`config.mk`:
```
export PLATFORM = sky130hd
export DESIGN_NAME = bpd_protect_diag
export DESIGN_NICKNAME = d
export VERILOG_FILES = /design/src/logic/bpd_uld_filter.v /design/src/logic/bpd_protect_diag.v
export VERILOG_INCLUDE_DIRS = /design/src /design/src/inc
export SDC_FILE = /design/constraint.sdc
export NUM_CORES = 1
export LEC_CHECK = 0
export BUFFER_PORTS_ARGS = -buffer_cell sky130_fd_sc_hd__buf_2
export CAP_MARGIN = 30
export CORE_MARGIN = 2
export CORE_UTILIZATION = 62
export DETAILED_ROUTE_END_ITERATION = 7
export PLACE_DENSITY_LB_ADDON = 0.25
export REMOVE_ABC_BUFFERS = 1
export SYNTH_ARGS = -nofsm -noshare
export SYNTH_HDL_FRONTEND = slang
export SYNTH_SLANG_ARGS = --single-unit
```
`constraint.sdc`:
```
create_clock -name clk_sys_i -period 2.6 [get_ports clk_sys_i]
set_input_delay 0.52 -clock clk_sys_i [delete_from_list [all_inputs] [get_ports clk_sys_i]]
set_output_delay 0.52 -clock clk_sys_i [all_outputs]
set_load 0.005 [all_outputs]
```
`src/inc/bpd_defines.vh`:
```
`ifndef BPD_DEFINES_VH
`define BPD_DEFINES_VH
// ==========================================
// Register addresses (6-bit link address)
`define BPD_ADDR_W 6
`define BPD_ADDR_CFG 6'h03
`define BPD_ADDR_OC 6'h10
`define BPD_ADDR_ULD 6'h11
`define BPD_ADDR_SUP 6'h12
// ==========================================
// Field layout
`define BPD_CFG_RESET 16'h0000
`define BPD_CFG_WMASK 16'h0037
`define BPD_RECOVERY_SPEED_SELECT_BIT 5
`define BPD_LATCH_BIT 4
`define BPD_IS_HI 2
`define BPD_IS_LO 0
`define BPD_IS_OUT1 3'h3
`define BPD_IS_OUT2 3'h4
`define BPD_STG_HI 9
`define BPD_STG_LO 6
`define BPD_SUPPLY_UNDERVOLTAGE_FLAG_BIT 3
`define BPD_VSOV_BIT 2
`define BPD_GSB_FAULT 7
`define BPD_GSB_ULD 6
// ==========================================
// Serial frame layout
`define BPD_FRAME_BITS 5'd24
`define BPD_HDR_LAST 5'd7
`define BPD_HDR_WR 7
`define BPD_HDR_RC 6
`define BPD_CNT_MAX 5'd31
// ==========================================
// Synchroniser bundle: sclk, cs_n, mosi, pin, ov, uv, oc[3:0], under[3:0]
`define BPD_SYNC_W 14
`define BPD_SYNC_RST 14'h1000
// Edge history of sclk and cs_n: {sclk, cs_n}
`define BPD_EDGE_RST 2'b01
// ==========================================
// Timing
`define BPD_CLK_MHZ 50
`define BPD_OCR_SLOW_US 1000
`define BPD_OCR_FAST_US 100
`define BPD_ULD_FILT_US 200
`define BPD_CNT_W 24
`endif

```
`src/logic/bpd_uld_filter.v`:
```
`timescale 1ns/100ps
`default_nettype none
`include "bpd_defines.vh"
module bpd_uld_filter #(
   parameter CNT_W = `BPD_CNT_W,
   parameter [CNT_W-1:0] FILT_CYC = 24'd10000
) (
   // Clock and reset
   input wire clk_sys_i,
   input wire arst_n_i,
   // Stage state
   input wire stage_on_i,
   input wire under_i,
   // Event
   output wire uld_evt_o
);
   reg [CNT_W-1:0] cnt;
   reg fired;

   // ==========================================
   // Continuous low-current timer, fires once per episode
   always @(posedge clk_sys_i or negedge arst_n_i) begin
      if (!arst_n_i) begin
         cnt <= {CNT_W{1'b0}};
         fired <= 1'b0;
      end else if (!(stage_on_i && under_i)) begin
         cnt <= {CNT_W{1'b0}};
         fired <= 1'b0;
      end else if (cnt != FILT_CYC) begin
         cnt <= cnt + {{(CNT_W-1){1'b0}}, 1'b1};
      end else begin
         fired <= 1'b1;
      end
   end

   assign uld_evt_o = stage_on_i && under_i && (cnt == FILT_CYC) && !fired;
endmodule // bpd_uld_filter
`default_nettype wire

```
`src/logic/bpd_protect_diag.v`:
```
`timescale 1ns/100ps
`default_nettype none
`include "bpd_defines.vh"
// Notes on behaviour
// [RULE1] Speed bit: 0 slow, 1 fast restart
// [RULE2] Latch bit 0: resume after supply fault
// [RULE3] Latch bit 1: host clears supply flag
// [RULE4] Sense code 011 out1, 100 out2
// [RULE5] Sense code turns shared pin into output
// [RULE6] Overcurrent sets stage flag, stage off
// [RULE7] Overcurrent also sets global fault summary
// [RULE8] Auto-restart re-enables after selected delay
// [RULE9] Else host clears flag, recommands stage
// [RULE10] Underload flag per stage, only while on
// [RULE11] Underload needs continuous filter time
// [RULE12] Underload also sets global underload bit
// [RULE13] Mask blocks global underload, not flags
// [RULE14] Supply fault disables all, sets flag
// [RULE15] Flags latched until read-and-clear; zeros
module bpd_protect_diag #(
   parameter integer OCR_SLOW_CYC = `BPD_OCR_SLOW_US * `BPD_CLK_MHZ,
   parameter integer OCR_FAST_CYC = `BPD_OCR_FAST_US * `BPD_CLK_MHZ,
   parameter integer ULD_FILT_CYC = `BPD_ULD_FILT_US * `BPD_CLK_MHZ
) (
   // Clock and reset
   input wire clk_sys_i,
   input wire arst_n_i,
   // Serial link (host is master)
   input wire sclk_i,
   input wire cs_n_i,
   input wire mosi_i,
   output reg miso_o,
   output reg miso_oe_n_o,
   // Shared sense / second pulse pin
   input wire current_sense_pin_i,
   output reg current_sense_pin_oe_n_o,
   output reg [1:0] sense_route_o,
   output reg second_pulse_input_o,
   // Stage control, order HS1 LS1 HS2 LS2 (msb first)
   input wire [3:0] stage_cmd_i,
   input wire [3:0] overcurrent_autorestart_enable_i,
   input wire global_underload_mask_i,
   output reg [3:0] stage_en_o,
   // Analogue comparators
   input wire [3:0] oc_detect_i,
   input wire [3:0] under_detect_i,
   input wire supply_ov_i,
   input wire supply_uv_i,
   // Summary
   output reg global_fault_summary_o,
   output reg global_underload_o
);
   localparam [`BPD_CNT_W-1:0] SLOW_CNT = OCR_SLOW_CYC[`BPD_CNT_W-1:0];
   localparam [`BPD_CNT_W-1:0] FAST_CNT = OCR_FAST_CYC[`BPD_CNT_W-1:0];
   localparam [`BPD_CNT_W-1:0] FILT_CNT = ULD_FILT_CYC[`BPD_CNT_W-1:0];

   reg [`BPD_SYNC_W-1:0] s1, s2;
   reg [1:0] s3;
   reg [15:0] protection_config;
   reg [3:0] overcurrent_flag, underload_flag, oc_off;
   reg supply_undervoltage_flag, supply_overvoltage_flag;
   reg [`BPD_CNT_W-1:0] rst_cnt;
   reg [23:0] rx_sh;
   reg [23:0] tx_sh;
   reg [4:0] bit_cnt;
   reg [15:0] rd_snap;
   reg [7:0] hdr;
   reg [3:0] next_oc_flag, next_uld_flag, next_oc_off, oc_clr, uld_clr;
   reg next_uv, next_ov, uv_clr, ov_clr;
   wire [3:0] uld_evt;
   wire sclk_rise, sclk_fall, cs_fall, cs_rise, mosi_s, pin_s, ov_s, uv_s;
   wire [3:0] oc_s, under_s, oc_set, oc_free;
   wire [7:0] hdr_now;
   wire restart_done, supply_off, sense_on, frame_ok;
   wire [2:0] sense_select;

   function [15:0] rd_mux;
      input [`BPD_ADDR_W-1:0] addr;
      input [15:0] cfg;
      input [3:0] oc;
      input [3:0] uld;
      input uv;
      input ov;
      begin
         rd_mux = 16'h0000;
         case (addr)
            `BPD_ADDR_CFG: rd_mux = cfg & `BPD_CFG_WMASK;
            `BPD_ADDR_OC: rd_mux[`BPD_STG_HI:`BPD_STG_LO] = oc;
            `BPD_ADDR_ULD: rd_mux[`BPD_STG_HI:`BPD_STG_LO] = uld;
            `BPD_ADDR_SUP: begin
               rd_mux[`BPD_SUPPLY_UNDERVOLTAGE_FLAG_BIT] = uv;
               rd_mux[`BPD_VSOV_BIT] = ov;
            end
            default: rd_mux = 16'h0000;
         endcase
      end
   endfunction

   // ==========================================
   // Input synchronisers
   always @(posedge clk_sys_i or negedge arst_n_i) begin
      if (!arst_n_i) begin
         s1 <= `BPD_SYNC_RST;
         s2 <= `BPD_SYNC_RST;
         s3 <= `BPD_EDGE_RST;
      end else begin
         s1 <= {sclk_i, cs_n_i, mosi_i, current_sense_pin_i, supply_ov_i, supply_uv_i,
                oc_detect_i, under_detect_i};
         s2 <= s1;
         s3 <= s2[13:12];
      end
   end

   assign sclk_rise = s2[13] && !s3[1] && !s2[12];
   assign sclk_fall = !s2[13] && s3[1] && !s2[12];
   assign cs_fall = !s2[12] && s3[0];
   assign cs_rise = s2[12] && !s3[0];
   assign mosi_s = s2[11];
   assign pin_s = s2[10];
   assign ov_s = s2[9];
   assign uv_s = s2[8];
   assign oc_s = s2[7:4];
   assign under_s = s2[3:0];
   assign hdr_now = {rx_sh[6:0], mosi_s};
   assign frame_ok = cs_rise && (bit_cnt == `BPD_FRAME_BITS);

   // ==========================================
   // Serial shifter, in-frame response
   always @(posedge clk_sys_i or negedge arst_n_i) begin
      if (!arst_n_i) begin
         rx_sh <= 24'h000000;
         tx_sh <= 24'h000000;
         bit_cnt <= 5'd0;
         rd_snap <= 16'h0000;
         hdr <= 8'h00;
         miso_o <= 1'b0;
         miso_oe_n_o <= 1'b1;
      end else begin
         miso_o <= tx_sh[23];
         miso_oe_n_o <= s2[12];
         if (cs_fall) begin
            bit_cnt <= 5'd0;
            tx_sh <= {global_fault_summary_o, global_underload_o, 6'h00, 16'h0000};
         end else if (sclk_rise) begin
            rx_sh <= {rx_sh[22:0], mosi_s};
            if (bit_cnt != `BPD_CNT_MAX)
               bit_cnt <= bit_cnt + 5'd1;
            if (bit_cnt == `BPD_HDR_LAST) begin
               hdr <= hdr_now;
               rd_snap <= rd_mux(hdr_now[`BPD_ADDR_W-1:0], protection_config,
                                 overcurrent_flag, underload_flag,
                                 supply_undervoltage_flag, supply_overvoltage_flag);
               tx_sh <= {tx_sh[23], rd_mux(hdr_now[`BPD_ADDR_W-1:0], protection_config,
                         overcurrent_flag, underload_flag, supply_undervoltage_flag,
                         supply_overvoltage_flag), 7'h00};
            end
         end else if (sclk_fall) begin
            tx_sh <= {tx_sh[22:0], 1'b0};
         end
      end
   end

   // ==========================================
   // Read-and-clear of the bits shown in the frame
   always @* begin
      oc_clr = 4'h0;
      uld_clr = 4'h0;
      uv_clr = 1'b0;
      ov_clr = 1'b0;
      if (frame_ok && hdr[`BPD_HDR_RC]) begin
         case (hdr[`BPD_ADDR_W-1:0])
            `BPD_ADDR_OC: oc_clr = rd_snap[`BPD_STG_HI:`BPD_STG_LO]; // [RULE15]
            `BPD_ADDR_ULD: uld_clr = rd_snap[`BPD_STG_HI:`BPD_STG_LO]; // [RULE15]
            `BPD_ADDR_SUP: begin
               uv_clr = rd_snap[`BPD_SUPPLY_UNDERVOLTAGE_FLAG_BIT]; // [RULE3]
               ov_clr = rd_snap[`BPD_VSOV_BIT]; // [RULE3]
            end
            default: oc_clr = 4'h0;
         endcase
      end
   end

   // ==========================================
   // Protection logic
   assign oc_set = oc_s & stage_en_o; // [RULE6]
   assign restart_done = rst_cnt ==
                         (protection_config[`BPD_RECOVERY_SPEED_SELECT_BIT] ? FAST_CNT : SLOW_CNT); // [RULE1]
   assign oc_free = (restart_done ? (oc_off & overcurrent_autorestart_enable_i) : 4'h0) // [RULE8]
                  | (~overcurrent_flag & ~stage_cmd_i & ~overcurrent_autorestart_enable_i); // [RULE9]
   assign supply_off = uv_s || ov_s || (protection_config[`BPD_LATCH_BIT] && // [RULE2]
                       (supply_undervoltage_flag || supply_overvoltage_flag)); // [RULE3]
   assign sense_select = protection_config[`BPD_IS_HI:`BPD_IS_LO];
   assign sense_on = (sense_select == `BPD_IS_OUT1) || (sense_select == `BPD_IS_OUT2); // [RULE4]

   always @* begin
      next_oc_flag = (overcurrent_flag & ~oc_clr) | oc_set; // [RULE6]
      next_uld_flag = (underload_flag & ~uld_clr) | uld_evt; // [RULE10]
      next_oc_off = (oc_off & ~oc_free) | oc_set;
      next_uv = (supply_undervoltage_flag && !uv_clr) || uv_s; // [RULE14]
      next_ov = (supply_overvoltage_flag && !ov_clr) || ov_s; // [RULE14]
   end

   genvar g;
   generate
      for (g = 0; g < 4; g = g + 1) begin : g_uld
         bpd_uld_filter #(
            .CNT_W(`BPD_CNT_W),
            .FILT_CYC(FILT_CNT)
         ) u_filt (
            .clk_sys_i(clk_sys_i),
            .arst_n_i(arst_n_i),
            .stage_on_i(stage_en_o[g]), // [RULE10]
            .under_i(under_s[g]),
            .uld_evt_o(uld_evt[g]) // [RULE11]
         );
      end
   endgenerate

   always @(posedge clk_sys_i or negedge arst_n_i) begin
      if (!arst_n_i) begin
         protection_config <= `BPD_CFG_RESET;
         overcurrent_flag <= 4'h0;
         underload_flag <= 4'h0;
         oc_off <= 4'h0;
         supply_undervoltage_flag <= 1'b0;
         supply_overvoltage_flag <= 1'b0;
         rst_cnt <= {`BPD_CNT_W{1'b0}};
         stage_en_o <= 4'h0;
         global_fault_summary_o <= 1'b0;
         global_underload_o <= 1'b0;
         sense_route_o <= 2'b00;
         current_sense_pin_oe_n_o <= 1'b1;
         second_pulse_input_o <= 1'b0;
      end else begin
         if (frame_ok && hdr[`BPD_HDR_WR] && (hdr[`BPD_ADDR_W-1:0] == `BPD_ADDR_CFG))
            protection_config <= rx_sh[15:0] & `BPD_CFG_WMASK; // [RULE15]
         overcurrent_flag <= next_oc_flag;
         underload_flag <= next_uld_flag;
         oc_off <= next_oc_off;
         supply_undervoltage_flag <= next_uv;
         supply_overvoltage_flag <= next_ov;
         if (!(|(oc_off & overcurrent_autorestart_enable_i)) || restart_done)
            rst_cnt <= {`BPD_CNT_W{1'b0}};
         else
            rst_cnt <= rst_cnt + {{(`BPD_CNT_W-1){1'b0}}, 1'b1}; // [RULE8]
         stage_en_o <= supply_off ? 4'h0 : (stage_cmd_i & ~next_oc_off); // [RULE14] [RULE6]
         global_fault_summary_o <= (|next_oc_flag) || next_uv || next_ov; // [RULE7]
         global_underload_o <= (|next_uld_flag) && !global_underload_mask_i; // [RULE12] [RULE13]
         sense_route_o <= {sense_select == `BPD_IS_OUT2, sense_select == `BPD_IS_OUT1}; // [RULE4]
         current_sense_pin_oe_n_o <= !sense_on; // [RULE5]
         second_pulse_input_o <= sense_on ? 1'b0 : pin_s; // [RULE5]
      end
   end
endmodule // bpd_protect_diag
`default_nettype wire

```
==> out/results.ini <==
[worst_setup_path]
end_kind=register
critPathTopFamily=simple AND/OR/NAND/NOR gates
worstPathMaxFanout=4
crit_path_top_delay_cell=or4_1
cpPeakStageDelay_ns=0.50
worstSetupPathType=reg2reg
required_ns=2.98
path_cells=inv_1 -> ha_1 -> nand4b_4 -> nor4_4 -> a31oi_1 -> or4_1 -> or3_1
crit_arrival_ns=2.85
crit_buf_inv=1
start_kind=register

[die]
die_x_um=132.1
initial_core_util_pct=63.81
die_y_um=132.1
die-area_um2=17450
num_rows=46
core_um2=15940
io_pins=37

[clocking]
post_cts_buffers=0
clk_pin_slew_worst_paths_ns=0.06
cts_resized=0
htreeDepth=1
cts_made_buffers=24
cts_hold_buf=0
insertion_delay_ns=0.51
clock_path_buffers=3
cts_sinks=227
clock-root-buffer=clkbuf_16
cts_tree=yes

[synthesis]
syn_inst=964
synth_edf_count=0
synth_top_family_by_area=simple AND/OR/NAND/NOR gates
synth_xor_area_share_pct=9.212
yosysUniqueCellTypes=46
synthAdderAreaFrac_pct=1.599
synth.area.top_cells=dfrtp_1, nor2_1, xor2_1, xnor2_1, mux2_2
avgSynthCellArea_um2=10.55
async_flop_share_pct=100.0
synthDominantCellAreaShare_pct=54.85
synth-simple-area-share_pct=22.30
ys.flop_type=dfrtp_1
ys_ff_latch=227
synth_commonest_cells=dfrtp_1, nor2_1, nand2_1, xor2_1, nand3_1
synth_seq_area_share_pct=55.88
synth_area_leader_cell=dfrtp_1
synth_mux_area_share_pct=3.849
syn_area_um2=10170
yosysWarningCount=0
synth_most_common_cell=dfrtp_1
synth_compound_area_share_pct=5.129

[timing]
finalCritPeriodShare_pct=94.75
worstMarginPinSlew_ns=0.7444
finalSetupViolCount=0
post-route-min-period_ns=2.463
clock.fmax_mhz=405.9
hold_viol=0
skew_ns=0.008171
timing.final.ws_setup_ns=0.1365
rsz0062_at_grt=no
relSlewSlack_pct=49.92
slew_viol_final=0
setup_tns_ns=0

[min_path]
holdCritPathClass=in2reg

[finish]
nets=1065
fillCellCount=1131
drive_gt1_share_pct=13.21
area_growth_pct=13.87

[detailed_routing]
drt_wl_total_mm=20.12
vias=7235
final_antenna_net_count=0
drcViolationCount=0
via_per_inst=5.724
wl_per_cell_um=15.92
drt_first_pass_iters=5
dr.first_iter.drc_count=416

[global_route]
grt_max_degree=80
grt_pass1_vias=6974
grt_use_met1_pct=32.47
grt_pass1_wl_mm=34.20
globalRouteTotalUtil_pct=23.46
top_usage_layer=met2
antenna_found_initial=4
use_met3_pct=4.152
met2_usage_pct=39.18
grt-ovfl-total=0

[power]
irDropWorstVdd_uv=624.1
leakage_nw=5.000
powerDensity_nw_per_um2=685.5

[place]
numPortBuffers=36
place_ws_ns=0.1485
hpwl_mm=13.47
place.gp.congestion=0.8372

[outcome]
outcome=finished, final reports clean

[flow_run]
cap_violations=0

-- cell usage in the layout, fill, tap and decap left out, drive strengths merged, types with 6 or more instances in the layout --
master,count
and2,8
buf,60
xnor2,46
nor4b,12
nor4,24
a22oi,13
dfrtp,223
inv,27
clkinv,6
a21o,7
mux2,25
xor2,61
a21oi,30
nor2,163
mux2i,11
and3,19
and4,9
nand4,32
clkbuf,35
nand2,63
ha,13
nand3,51
or3,11
nor3,24
o21ai,21
-- sequential cells by signal, indices dropped and copies added, names as in the netlist, 6 cells and up --
register	cells
g_uld.u_filt.cnt	96
tx_sh	17
hdr	8
rst_cnt	24
rd_snap	6
rx_sh	7
s1	14
s2	14
-- kinds of logic (layout without fill, tap and decap cells) --
group,after synthesis,after routing
DFF,227,227
other,0,3
xor gates and xnor gates,107,107
and+or+nand+nor,444,444
muxes,36,36
buffers and inverters,51,132
AOI/OAI and AO/OA,86,86
adders and majority gates,13,13
-- power by group --
part / switching [mW] / total [mW] / internal (mW)
Sequential: 0.170 / 3.88 / 3.71
Combinational: 0.351 / 0.586 / 0.236
Clock: 1.35 / 3.47 / 2.12
-- per-layer routing --
metal,vias up,wire (µm)
met2,164,9911
met1,3561,8930
met4,2,390
met5,-,13
li1,3473,-
met3,35,875
-- final cells by class --
class	instances	area (µm²)	share of cell area [%]
sequential	227	5685	49.08
antenna	3	7.507	0.06480
clock inverter	9	97.59	0.8424
tap	216	270.3	2.333
multi-input combinational	686	4282	36.96
inverter	27	101.3	0.8748
clock buffer	35	723.2	6.243
timing repair buffer	61	417.9	3.607
-- path summary, 6_finish.rpt --
check	from	endpoint	slack, ns	cells past startpoint
min reg2reg	s1[1]	s2[1]	0.35	0
max reg2reg	bit_cnt[0]	global_fault_summary_o	0.14	7
max in group asynchronous	arst_n_i	s1[12]	1.24	3
max	bit_cnt[0]	global_fault_summary_o	0.14	7
min in group asynchronous	arst_n_i	g_uld[2].u_filt.cnt[17]	0.57	2
min	cs_n_i	s1[12]	0.12	1
-- stage by stage --
step           area (µm²)  cells  utilization [%]  hold WS [ns]  total power [mW]
3_5_place_dp        10750   1216            67.41        0.3355             4.520
5_1_grt             11580   1263            72.65        0.1038             8.252
4_1_cts             11570   1260            72.56      0.006918             8.002
3_3_place_gp        10740   1215            67.36        0.3320             4.498
2_1_floorplan       10070    940                -        0.2244             4.236
6_report            11580   1264            72.67        0.1152             7.941
Power figures use the tool's default switching activity.
